### config.mk
export PLATFORM = sky130hd
export DESIGN_NAME = gripper_mode_sequencer
export DESIGN_NICKNAME = d
export VERILOG_FILES = /design/src/include/gripper_pkg.sv /design/src/hdl/gripper_mode_sequencer.sv /design/src/hdl/pin_sync.sv
export SDC_FILE = /design/constraint.sdc
export NUM_CORES = 1
export LEC_CHECK = 0
export BUFFER_PORTS_ARGS = -buffer_cell sky130_fd_sc_hd__buf_2
export CAP_MARGIN = 0
export CORE_MARGIN = 5
export CORE_UTILIZATION = 45
export DETAILED_ROUTE_END_ITERATION = 10
export PLACE_DENSITY_LB_ADDON = 0.25
export REMOVE_ABC_BUFFERS = 1
export SYNTH_ARGS = -nofsm -noshare
export SYNTH_HDL_FRONTEND = slang
export SYNTH_HIERARCHICAL = 1
export SYNTH_SLANG_ARGS = --single-unit
export TNS_END_PERCENT = 30
### constraint.sdc
create_clock -name sys_clk -period 4.8 [get_ports sys_clk]
set_input_delay 0.96 -clock sys_clk [delete_from_list [all_inputs] [get_ports sys_clk]]
set_output_delay 0.96 -clock sys_clk [all_outputs]
set_load 0.05 [all_outputs]
### src/include/gripper_pkg.sv
// Package: registers, codes, types and timing of the sequencer
package gripper_pkg;
   // Register byte offsets
   localparam logic [7:0] OFS_MODE = 8'h00;
   localparam logic [7:0] OFS_COMMAND = 8'h04;
   localparam logic [7:0] OFS_RECIPE = 8'h08;
   localparam logic [7:0] OFS_WINDOW = 8'h0C;
   localparam logic [7:0] OFS_SPEED = 8'h10;
   localparam logic [7:0] OFS_OUTER = 8'h14;
   localparam logic [7:0] OFS_INNER = 8'h18;
   localparam logic [7:0] OFS_EXPECT = 8'h1C;
   localparam logic [7:0] OFS_SWITCH = 8'h20;
   localparam logic [7:0] OFS_FORCE = 8'h24;
   localparam logic [7:0] OFS_HANDSHAKE = 8'h28;
   localparam logic [7:0] OFS_STATUS = 8'h2C;
   localparam logic [7:0] OFS_POSITION = 8'h30;
   localparam logic [7:0] OFS_FAULT = 8'h34;
   localparam logic [2:0] HSIZE_WORD = 3'h2;
   // Status word bit positions
   localparam int ST_MOTOR = 0;
   localparam int ST_BUSY = 1;
   localparam int ST_HOMED = 2;
   localparam int ST_EXPECT = 3;
   localparam int ST_LOST = 4;
   localparam int ST_LOCK = 5;
   localparam int ST_STATE_LSB = 8;
   // Mode codes
   localparam logic [7:0] MODE_MOTOR_ON = 8'h03;
   localparam logic [7:0] MODE_HOME_IN = 8'h11;
   localparam logic [7:0] MODE_POS_STD = 8'h32;
   localparam logic [7:0] MODE_POS_FAST = 8'h33;
   localparam logic [7:0] GRP_SPAN = 8'h0A;
   // Gripping groups 60, 70, 80, 90 and their legal low digits
   localparam logic [7:0] GRP_BASE [0:3] = '{8'h3C, 8'h46, 8'h50, 8'h5A};
   localparam logic [9:0] GRP_MASK [0:3] = '{10'h03B, 10'h03B, 10'h033, 10'h033};
   localparam logic [3:0] SUB_FAST = 4'h1;
   localparam logic [3:0] SUB_LOSS = 4'h3;
   localparam logic [3:0] SUB_STRONG = 4'h4;
   localparam logic [3:0] SUB_SOFT = 4'h5;
   // Command words
   localparam logic [15:0] CMD_NONE = 16'h0000;
   localparam logic [15:0] CMD_ONE = 16'h0001;
   localparam logic [15:0] CMD_TO_OUTER = 16'h0100;
   localparam logic [15:0] CMD_TO_INNER = 16'h0200;
   // Fault codes
   localparam logic [15:0] FAULT_NONE = 16'h0000;
   localparam logic [15:0] FAULT_BAD_MODE = 16'h0101;
   localparam logic [15:0] FAULT_BAD_CMD = 16'h0102;
   localparam logic [15:0] FAULT_PARAM = 16'h0103;
   localparam logic [15:0] FAULT_NOT_READY = 16'h0104;
   // Hold current levels
   localparam logic [1:0] HOLD_OFF = 2'h0;
   localparam logic [1:0] HOLD_STD = 2'h1;
   localparam logic [1:0] HOLD_STRONG = 2'h2;
   localparam logic [1:0] HOLD_BUILD = 2'h3;
   // Motion figures
   localparam logic [15:0] MAX_JAW_POS_DEF = 16'h1000;
   localparam logic [15:0] UNLOCK_STEPS = 16'h0020;
   localparam logic [15:0] OVERSHOOT_STEPS = 16'h0010;
   localparam logic [7:0] APPROACH_BASE = 8'h0A;
   localparam logic [7:0] SPEED_MAX = 8'h64;
   // Timing
   localparam int CLK_PERIOD_NS = 5;
   localparam int FORCE_BUILD_NS = 2000;
   localparam logic [15:0] FORCE_BUILD_CYC = 16'((FORCE_BUILD_NS + CLK_PERIOD_NS - 1) / CLK_PERIOD_NS);
   // Reset values
   localparam logic [15:0] POS_RESET = 16'h0000;
   // Parameter set latched by the handshake
   typedef struct packed {
      logic [7:0] mode;
      logic [15:0] command;
      logic [7:0] recipe;
      logic [15:0] window;
      logic [7:0] speed;
      logic [15:0] outer;
      logic [15:0] inner;
      logic [15:0] expect_loc;
      logic [15:0] switch_pt;
      logic [7:0] force_sp;
   } param_set_t;
   // Command toward the motor power stage
   typedef struct packed {
      logic enable;
      logic run;
      logic inward;
      logic [7:0] speed;
      logic force_ctrl;
      logic [1:0] hold;
      logic lock;
   } drive_cmd_t;
   typedef enum logic [3:0] {
      ST_IDLE, ST_HOME, ST_UNLOCK, ST_MOVE, ST_GRIP, ST_BUILD, ST_HOLD, ST_OVERSHOOT, ST_RETURN
   } seq_state_t;
endpackage

### src/hdl/gripper_mode_sequencer.sv
// Gripper mode sequencer: registers, homing, positioning, gripping
// Operation
// - Mode 3 with command 1 energises motor
// - Home inward to stop, load inner endpoint
// - De-energise after homing; host re-energises
// - Fault code zero once homed and ready
// - Accept only the listed mode codes
// - 0x0100 to outer, 0x0200 to inner
// - Positioning ignores expected location, switch point
// - Obstacle stops; opposite command drives back
// - Mode 51 skips unlocking at start
// - Unlock toward standby, then positioning
// - Approach speed derived from force setpoint
// - Group 70 swaps outer and inner
// - Grip command builds force, engages lock
// - No part: overshoot, reverse, rest at endpoint
// - Open command positions to open endpoint
// - Mode 60 unlock, approach, lock, stay energised
// - Mode 61 grips without unlocking
// - Modes 63, 64 hold with part-loss test
// - Mode 65 grips at reduced speed
// - Part-loss modes stay energised, flag location
module gripper_mode_sequencer #(
   parameter logic [15:0] MAX_JAW_POS = gripper_pkg::MAX_JAW_POS_DEF
) (
   // Clock and reset
   input wire logic sys_clk,
   input wire logic resetn,
   // AHB-Lite slave
   input wire logic hsel,
   input wire logic [31:0] haddr,
   input wire logic [1:0] htrans,
   input wire logic hwrite,
   input wire logic [2:0] hsize,
   input wire logic [31:0] hwdata,
   input wire logic hready,
   output logic hreadyout,
   output logic hresp,
   output logic [31:0] hrdata,
   // Motor feedback pins
   input wire logic step_tick,
   input wire logic part_contact,
   input wire logic jaw_blocked,
   // Drive command and position
   output gripper_pkg::drive_cmd_t drive,
   output logic [15:0] measured_jaw_position
);
   import gripper_pkg::*;

   logic [2:0] pins_s;
   logic tick_prev_q;
   logic step, contact_s, blocked_s;
   logic ph_wr_q;
   logic [7:0] ph_addr_q;
   logic take;
   logic [31:0] hrdata_q, rd_d;
   param_set_t shadow_q, act_q;
   logic go_q, commit;
   seq_state_t state_q;
   logic [15:0] pos_q, target_q, cnt_q, fault_q, fault_d;
   logic dir_in_q, grip_q, loss_q, expect_q, lock_q, homed_q, motor_q;
   drive_cmd_t drive_q;
   logic [7:0] m;
   logic [15:0] c;
   logic [3:0] sub;
   logic force_ok, grip_inner, prepos, pos_mode, move_cmd, motion_mode, known;
   logic skip, is_grip, tgt_in, unl_in, part_loss, reduced, moving, home_done;
   logic ev_home, ev_move, ev_motor_on, grip_mv;
   logic [15:0] tgt;
   logic [7:0] appr;
   logic [1:0] hold_lvl;

   ////////////////////////////////////////////////////////////////////////////
   // Pin feedback

   pin_sync #(.WIDTH(3)) u_sync (
      .sys_clk(sys_clk),
      .resetn(resetn),
      .pin_in({jaw_blocked, part_contact, step_tick}),
      .pin_sync_out(pins_s)
   );
   assign contact_s = pins_s[1];
   assign blocked_s = pins_s[2];
   // One step per rising edge of the encoder tick
   assign step = pins_s[0] & ~tick_prev_q;
   always_ff @(posedge sys_clk or negedge resetn) begin
      if (!resetn) begin
         tick_prev_q <= 1'b0;
      end else begin
         tick_prev_q <= pins_s[0];
      end
   end

   ////////////////////////////////////////////////////////////////////////////
   // AHB-Lite slave, zero wait states

   assign take = hsel & hready & htrans[1] & (hsize == HSIZE_WORD);
   assign hreadyout = 1'b1;
   assign hresp = 1'b0;
   assign hrdata = hrdata_q;

   // Address phase capture
   always_ff @(posedge sys_clk or negedge resetn) begin
      if (!resetn) begin
         ph_wr_q <= 1'b0;
         ph_addr_q <= 8'h00;
      end else begin
         ph_wr_q <= take & hwrite & ~|haddr[31:8];
         ph_addr_q <= haddr[7:0];
      end
   end

   // Shadow parameters, written field by field
   always_ff @(posedge sys_clk or negedge resetn) begin
      if (!resetn) begin
         shadow_q <= '0;
      end else if (ph_wr_q) begin
         case (ph_addr_q)
            OFS_MODE: shadow_q.mode <= hwdata[7:0];
            OFS_COMMAND: shadow_q.command <= hwdata[15:0];
            OFS_RECIPE: shadow_q.recipe <= hwdata[7:0];
            OFS_WINDOW: shadow_q.window <= hwdata[15:0];
            OFS_SPEED: shadow_q.speed <= hwdata[7:0];
            OFS_OUTER: shadow_q.outer <= hwdata[15:0];
            OFS_INNER: shadow_q.inner <= hwdata[15:0];
            OFS_EXPECT: shadow_q.expect_loc <= hwdata[15:0];
            OFS_SWITCH: shadow_q.switch_pt <= hwdata[15:0];
            OFS_FORCE: shadow_q.force_sp <= hwdata[7:0];
            default: ;
         endcase
      end
   end

   // Atomic commit
   // A half-written set never reaches the sequencer: only the handshake copies it
   assign commit = ph_wr_q & (ph_addr_q == OFS_HANDSHAKE);
   always_ff @(posedge sys_clk or negedge resetn) begin
      if (!resetn) begin
         act_q <= '0;
         go_q <= 1'b0;
      end else begin
         go_q <= commit;
         if (commit) begin
            act_q <= shadow_q;
         end
      end
   end

   // Read mux, unmapped reads return zero
   always_comb begin
      rd_d = 32'h00000000;
      if (~|haddr[31:8]) begin
         case (haddr[7:0])
            OFS_MODE: rd_d[7:0] = shadow_q.mode;
            OFS_COMMAND: rd_d[15:0] = shadow_q.command;
            OFS_RECIPE: rd_d[7:0] = shadow_q.recipe;
            OFS_WINDOW: rd_d[15:0] = shadow_q.window;
            OFS_SPEED: rd_d[7:0] = shadow_q.speed;
            OFS_OUTER: rd_d[15:0] = shadow_q.outer;
            OFS_INNER: rd_d[15:0] = shadow_q.inner;
            OFS_EXPECT: rd_d[15:0] = shadow_q.expect_loc;
            OFS_SWITCH: rd_d[15:0] = shadow_q.switch_pt;
            OFS_FORCE: rd_d[7:0] = shadow_q.force_sp;
            OFS_STATUS: begin
               rd_d[ST_MOTOR] = motor_q;
               rd_d[ST_BUSY] = moving;
               rd_d[ST_HOMED] = homed_q;
               rd_d[ST_EXPECT] = expect_q;
               rd_d[ST_LOST] = loss_q;
               rd_d[ST_LOCK] = lock_q;
               rd_d[ST_STATE_LSB+3:ST_STATE_LSB] = state_q;
            end
            OFS_POSITION: rd_d[15:0] = pos_q;
            OFS_FAULT: rd_d[15:0] = fault_q;
            default: ;
         endcase
      end
   end

   // Read data stands through the data phase
   always_ff @(posedge sys_clk or negedge resetn) begin
      if (!resetn) begin
         hrdata_q <= 32'h00000000;
      end else if (take & ~hwrite) begin
         hrdata_q <= rd_d;
      end
   end

   ////////////////////////////////////////////////////////////////////////////
   // Mode decode

   assign m = act_q.mode;
   assign c = act_q.command;
   always_comb begin
      force_ok = 1'b0;
      grip_inner = 1'b0;
      prepos = 1'b0;
      sub = 4'h0;
      for (int g = 0; g < 4; g++) begin
         if (m >= GRP_BASE[g] && m < GRP_BASE[g] + GRP_SPAN) begin
            sub = 4'(m - GRP_BASE[g]);
            force_ok = GRP_MASK[g][sub];
            grip_inner = (g % 2 == 0);
            prepos = (g >= 2);
         end
      end
   end
   assign pos_mode = (m == MODE_POS_STD) | (m == MODE_POS_FAST);
   assign motion_mode = pos_mode | force_ok;
   assign known = motion_mode | (m == MODE_MOTOR_ON) | (m == MODE_HOME_IN);
   assign move_cmd = (c == CMD_TO_OUTER) | (c == CMD_TO_INNER);
   assign is_grip = force_ok & (c == (grip_inner ? CMD_TO_INNER : CMD_TO_OUTER));
   assign tgt = (c == CMD_TO_OUTER) ? act_q.outer : act_q.inner;
   assign tgt_in = tgt > pos_q;
   // Unlock toward standby
   // Standby is the open side; a block on the way ends the unlock early
   assign unl_in = pos_mode ? 1'b0 : ~grip_inner;
   assign skip = pos_mode ? (m == MODE_POS_FAST) : (is_grip & (sub == SUB_FAST));
   assign part_loss = force_ok & (prepos ? (sub == SUB_STRONG) | (sub == SUB_SOFT)
                                         : (sub == SUB_LOSS) | (sub == SUB_STRONG));
   assign hold_lvl = part_loss ? ((sub == SUB_STRONG) ? HOLD_STRONG : HOLD_STD) : HOLD_OFF;
   assign reduced = force_ok & ~prepos & (sub == SUB_SOFT);
   always_comb begin
      appr = {1'b0, act_q.force_sp[7:1]} + APPROACH_BASE;
      if (appr > SPEED_MAX) begin
         appr = SPEED_MAX;
      end
      if (reduced) begin
         appr = {1'b0, appr[7:1]};
      end
   end

   // Events of a committed set
   // Motor on command
   assign ev_motor_on = go_q & (m == MODE_MOTOR_ON) & (c == CMD_ONE);
   assign ev_home = go_q & (m == MODE_HOME_IN) & (c == CMD_ONE) & (act_q.inner <= MAX_JAW_POS);
   assign ev_move = go_q & motion_mode & move_cmd & motor_q;

   assign moving = (state_q != ST_IDLE) & (state_q != ST_BUILD) & (state_q != ST_HOLD);
   assign home_done = (state_q == ST_HOME) & (blocked_s | (pos_q >= MAX_JAW_POS));

   ////////////////////////////////////////////////////////////////////////////
   // Sequencer

   always_ff @(posedge sys_clk or negedge resetn) begin
      if (!resetn) begin
         state_q <= ST_IDLE;
         target_q <= POS_RESET;
         cnt_q <= 16'h0000;
         dir_in_q <= 1'b0;
         grip_q <= 1'b0;
         loss_q <= 1'b0;
         expect_q <= 1'b0;
         lock_q <= 1'b0;
         homed_q <= 1'b0;
      end else if (go_q) begin
         expect_q <= 1'b0;
         loss_q <= 1'b0;
         if (ev_home) begin
            state_q <= ST_HOME;
            dir_in_q <= 1'b1;
            homed_q <= 1'b0;
         end else if (ev_move) begin
            lock_q <= 1'b0;
            target_q <= tgt;
            grip_q <= is_grip;
            if (skip) begin
               state_q <= is_grip ? ST_GRIP : ST_MOVE;
               dir_in_q <= tgt_in;
            end else begin
               state_q <= ST_UNLOCK;
               dir_in_q <= unl_in;
               cnt_q <= UNLOCK_STEPS;
            end
         end else if (motion_mode & (c == CMD_NONE)) begin
            state_q <= ST_IDLE;
         end
      end else begin
         unique case (state_q)
            ST_IDLE: ;
            ST_HOME: begin
               if (home_done) begin
                  state_q <= ST_IDLE;
                  homed_q <= 1'b1;
               end
            end
            ST_UNLOCK: begin
               if (blocked_s | (cnt_q == 16'h0000)) begin
                  state_q <= grip_q ? ST_GRIP : ST_MOVE;
                  dir_in_q <= target_q > pos_q;
               end else if (step) begin
                  cnt_q <= cnt_q - 16'h0001;
               end
            end
            ST_MOVE, ST_RETURN: begin
               if ((pos_q == target_q) | blocked_s) begin
                  state_q <= ST_IDLE;
               end
            end
            ST_GRIP: begin
               if (contact_s & ~loss_q) begin
                  state_q <= ST_BUILD;
                  cnt_q <= FORCE_BUILD_CYC;
               end else if (pos_q == target_q) begin
                  state_q <= loss_q ? ST_IDLE : ST_OVERSHOOT;
                  cnt_q <= OVERSHOOT_STEPS;
               end
            end
            ST_BUILD: begin
               if (cnt_q == 16'h0000) begin
                  state_q <= ST_HOLD;
                  lock_q <= 1'b1;
                  expect_q <= part_loss;
               end else begin
                  cnt_q <= cnt_q - 16'h0001;
               end
            end
            ST_HOLD: begin
               if (part_loss & ~contact_s) begin
                  state_q <= ST_GRIP;
                  loss_q <= 1'b1;
                  expect_q <= 1'b0;
                  lock_q <= 1'b0;
               end
            end
            ST_OVERSHOOT: begin
               if (blocked_s | (cnt_q == 16'h0000)) begin
                  state_q <= ST_RETURN;
                  dir_in_q <= ~dir_in_q;
               end else if (step) begin
                  cnt_q <= cnt_q - 16'h0001;
               end
            end
         endcase
      end
   end

   always_ff @(posedge sys_clk or negedge resetn) begin
      if (!resetn) begin
         pos_q <= POS_RESET;
      end else if (home_done) begin
         pos_q <= act_q.inner;
      end else if (step & moving) begin
         pos_q <= dir_in_q ? pos_q + 16'h0001 : pos_q - 16'h0001;
      end
   end
   assign measured_jaw_position = pos_q;

   always_ff @(posedge sys_clk or negedge resetn) begin
      if (!resetn) begin
         motor_q <= 1'b0;
      end else if (ev_motor_on | ev_home) begin
         motor_q <= 1'b1;
      end else if (home_done) begin
         motor_q <= 1'b0;
      end
   end

   // Fault classification of a committed set
   always_comb begin
      fault_d = FAULT_NONE;
      if (!known) begin
         fault_d = FAULT_BAD_MODE;
      end else if ((c != CMD_NONE) & (motion_mode ? ~move_cmd : (c != CMD_ONE))) begin
         fault_d = FAULT_BAD_CMD;
      end else if ((m == MODE_HOME_IN) & (c == CMD_ONE) & (act_q.inner > MAX_JAW_POS)) begin
         fault_d = FAULT_PARAM;
      end else if (motion_mode & move_cmd & ~motor_q) begin
         fault_d = FAULT_NOT_READY;
      end
   end

   always_ff @(posedge sys_clk or negedge resetn) begin
      if (!resetn) begin
         fault_q <= FAULT_NONE;
      end else if (go_q) begin
         fault_q <= fault_d;
      end else if (home_done) begin
         fault_q <= FAULT_NONE;
      end
   end

   ////////////////////////////////////////////////////////////////////////////
   // Drive command

   // Travel under force control
   assign grip_mv = (state_q == ST_GRIP) | (state_q == ST_OVERSHOOT);
   always_ff @(posedge sys_clk or negedge resetn) begin
      if (!resetn) begin
         drive_q <= '0;
      end else begin
         drive_q.enable <= motor_q;
         drive_q.run <= moving;
         drive_q.inward <= dir_in_q;
         drive_q.speed <= grip_mv ? appr : act_q.speed;
         drive_q.force_ctrl <= grip_mv | (state_q == ST_BUILD) | (state_q == ST_HOLD);
         drive_q.hold <= (state_q == ST_BUILD) ? HOLD_BUILD : (state_q == ST_HOLD) ? hold_lvl : HOLD_OFF;
         drive_q.lock <= lock_q;
      end
   end
   assign drive = drive_q;
endmodule

### src/hdl/pin_sync.sv
// Two-flop synchroniser for asynchronous feedback pins
module pin_sync #(
   parameter int WIDTH = 1
) (
   // Clock and reset
   input wire logic sys_clk,
   input wire logic resetn,
   // Pins and synchronised levels
   input wire logic [WIDTH-1:0] pin_in,
   output logic [WIDTH-1:0] pin_sync_out
);
   logic [WIDTH-1:0] meta_q;
   // First stage feeds only the second
   always_ff @(posedge sys_clk or negedge resetn) begin
      if (!resetn) begin
         meta_q <= '0;
         pin_sync_out <= '0;
      end else begin
         meta_q <= pin_in;
         pin_sync_out <= meta_q;
      end
   end
endmodule

==> flow_summary.json <==
{
  "status": "finished clean",
  "cts_buffers": 34,
  "final_util": 0.512,
  "drive_gt1_frac": 0.218,
  "antenna_cells": 0,
  "hold_viol_final": 0,
  "startpoint": "c[1]",
  "drt_first_pass_iters": 6,
  "slew_headroom": 0.244,
  "htree_levels": 2,
  "gp_congestion": 0.866,
  "synth-async-reset-ratio": 1.00,
  "dp_hpwl_um": 31600,
  "grt_setup_unrepaired": "no",
  "worstSetupPathType": "reg2reg",
  "dp_cells": 2089,
  "nNetsFinal": 1798,
  "clk_path_buf_depth": 3,
  "yosys.area_share.simple": 0.161,
  "worstPathMaxFanout": 16,
  "slowest_stage": "or2_2",
  "power_mw": 5.49,
  "synth_cell_types": 81,
  "ys_warn_count": 6,
  "clk-insertion-delay-late_ns": 0.52,
  "finalMaxSlewViolations": 0,
  "postCtsHoldBufs": 0,
  "leakagePower_nw": 8.90,
  "setup_tns_ns": 0,
  "r2r_cells": 16,
  "vias": 12506,
  "critPathMaxStageDelay_ns": 0.41,
  "worst_r2r_endpoint": "dir_in_q",
  "layout_setup_ws_ns": 0.569,
  "syn_inst": 1569,
  "dieArea_um2": 39300,
  "crit_end": "dir_in_q",
  "worst_setup_path_start_kind": "register",
  "fin_cells": 2150,
  "yosysTopAreaCellShare": 0.486,
  "r2r_start": "c[1]",
  "grt_pass1_wl_um": 70700,
  "cp.arrival_ns": 4.62,
  "grt_remaining_overflow": 0,
  "core_um2": 35300,
  "fmax_mhz": 236,
  "ys.flop_type": "dfrtp_1",
  "place_ws_ns": 0.561,
  "yosys.area_share.xor_xnor": 0.00988,
  "end_kind": "register",
  "maxCapViolCount": 0,
  "cp_cell_sequence": "nor4_1, nand4_1, or2_2, nor3_2, buf_12, mux2_2, ha_1, nor2b_1, o21a_1, o21ai_0, a21oi_1, o21a_1, o21ai_0, a211oi_1, o32a_1, o41a_1",
  "post_cts_resized": 0,
  "grt_usage": 0.228,
  "fin_skew_ns": 0.0216,
  "portBuffers": 106,
  "p_per_area_nw_per_um2": 304,
  "grt_pass1_vias": 12563,
  "netlist_area_um2": 16000,
  "routedWlPerCell_um": 20.9,
  "drtIter0Drc": 916,
  "drc": 0,
  "chipHeight_um": 198,
  "setup_viol": 0,
  "synth-seq-cells": 310,
  "num_rows": 69,
  "area_delta_synth_final_pct": 13.2,
  "crit_required_ns": 5.18,
  "grt_max_degree": 98,
  "worst_hold_path_type": "reg2reg",
  "initial_core_util": 0.452,
  "synthMuxAreaShare": 0.123,
  "reg2reg_slack_ns": 0.57,
  "synth_edf_count": 0,
  "path_clk_slew_ns": 0.06,
  "antenna_found_initial": 0,
  "synthAdderAreaFrac": 0.0452,
  "wirelength_um": 44900,
  "cts_sinks": 310,
  "synth.avg_cell_area_um2": 10.2,
  "tritoncts": "done",
  "irDropWorstVdd_v": 0.000210,
  "die-width_um": 198,
  "cts_root_buf": "clkbuf_16",
  "tightest_slew_ns": 1.13,
  "synth_largest_area_cell": "dfrtp_1",
  "ys_seq_area_frac": 0.486,
  "ant_nets": 0,
  "period_minus_slack_ns": 4.23,
  "viasPerCell": 5.82,
  "post_cts_buffers": 0,
  "timing.final.crit_share": 0.882,
  "synth_compound_area_frac": 0.136,
  "synth_top_family_by_area": "simple AND/OR/NAND/NOR gates",
  "ys_top_cells_by_area": "dfrtp_1, mux2_2, nand2_1",
  "num_io_pins": 142
}
cell type report:
type,instances,area (µm²)
tap,461,577
fill,3246,17200
clock buffer,47,940
timing repair buffer,132,773
clock inverter,14,173
inverter,43,161
sequential,310,7760
multi-input combinational,1143,7690
power by group:
group	leakage (nW)	switching (mW)	internal (mW)
Sequential	4.11	0.0311	2.65
Clock	0.541	1.07	1.54
Combinational	4.25	0.130	0.0542
Total	8.90	1.23	4.25
worst max-delay path, delay by kind of cell (launching register included):
kind	cells	cell delay, ns
AND/OR/NAND/NOR	5	1.42
multiplexers	1	0.36
adder cells (fa/ha/maj)	1	0.28
AO/OA/AOI/OAI	8	1.41
flip-flops	1	0.39
buffers and inverters	1	0.20
stage by stage:
step | instance area, µm² | hold slack [ns]
CTS | 18100 | 0.348
global placement | 17000 | 0.334
detailed placement | 17000 | 0.335
global route | 18100 | 0.368
finish | 18100 | 0.347
floorplan | 15600 | 0.331
worst min-delay path by stage:
stage                          start                     end  cells past startpoint
floorplan           u_sync/meta_q[0]  u_sync/pin_sync_out[0]                      0
global placement    u_sync/meta_q[1]  u_sync/pin_sync_out[1]                      0
detailed placement  u_sync/meta_q[1]  u_sync/pin_sync_out[1]                      0
CTS                 u_sync/meta_q[1]  u_sync/pin_sync_out[1]                      0
global route        u_sync/meta_q[0]  u_sync/pin_sync_out[0]                      0
finish              u_sync/meta_q[1]  u_sync/pin_sync_out[1]                      0
sequential cells by signal (all words and copies together), names as in the netlist, 3 cells and up:
name	flops
act_q	47
c	16
cnt_q	16
drive	15
fault_q	4
hrdata	16
m	8
measured_jaw_position	16
ph_addr_q	8
shadow_q	128
state_q	4
target_q	16
u_sync/meta_q	3
u_sync/pin_sync_out	3
placed cells by master (no fill, tap or decap), types with 27 or more instances in the layout:
| cell type | n |
|---|---|
| dfrtp_1 | 310 |
| nand2_1 | 278 |
| mux2_2 | 163 |
| nor2_1 | 108 |
| buf_2 | 105 |
| a21oi_1 | 70 |
| ha_1 | 56 |
| o21ai_0 | 47 |
| inv_1 | 41 |
| clkbuf_16 | 34 |
| a22oi_1 | 33 |
| a21o_1 | 27 |
| nor3_1 | 27 |
Yosys cell counts (7+ instances only):
| master | number |
|---|---|
| dfrtp_1 | 310 |
| nand2_1 | 278 |
| mux2_2 | 163 |
| nor2_1 | 109 |
| a21oi_1 | 70 |
| ha_1 | 56 |
| clkbuf_1 | 51 |
| o21ai_0 | 47 |
| inv_1 | 41 |
| a22oi_1 | 33 |
| nor3_1 | 29 |
| a21o_1 | 27 |
| a22o_1 | 23 |
| a31oi_1 | 23 |
| nand3_1 | 23 |
| a221oi_1 | 19 |
| nand4_1 | 19 |
| buf_4 | 18 |
| nand2b_1 | 18 |
| nor4_1 | 17 |
| mux2i_1 | 12 |
| buf_1 | 11 |
| nor2b_1 | 11 |
| xnor2_1 | 11 |
| a222oi_1 | 8 |
| nand3b_1 | 8 |
| nor3b_1 | 8 |
| or3_1 | 8 |
| a32o_1 | 7 |
| xor2_1 | 7 |
logic make-up (layout without fill, tap and decap cells):
| family | count (synthesis) | after routing |
|---|---|---|
| and+or+nand+nor | 559 | 559 |
| AOI/OAI and AO/OA | 315 | 315 |
| DFF | 310 | 310 |
| muxes | 176 | 176 |
| buffers and inverters | 132 | 236 |
| adders and majority gates | 57 | 57 |
| xor gates and xnor gates | 18 | 18 |
| other | 2 | 18 |
routing by layer:
metal | global-route usage | vias up | part of all wire
met4 | 0.0696 | 0 | 0.032
met1 | 0.318 | 6200 | 0.44
li1 | - | 5800 | -
met5 | 0 | - | 0
met3 | 0.0473 | 83 | 0.070
met2 | 0.362 | 423 | 0.46
(Power assumes the default switching activity.)
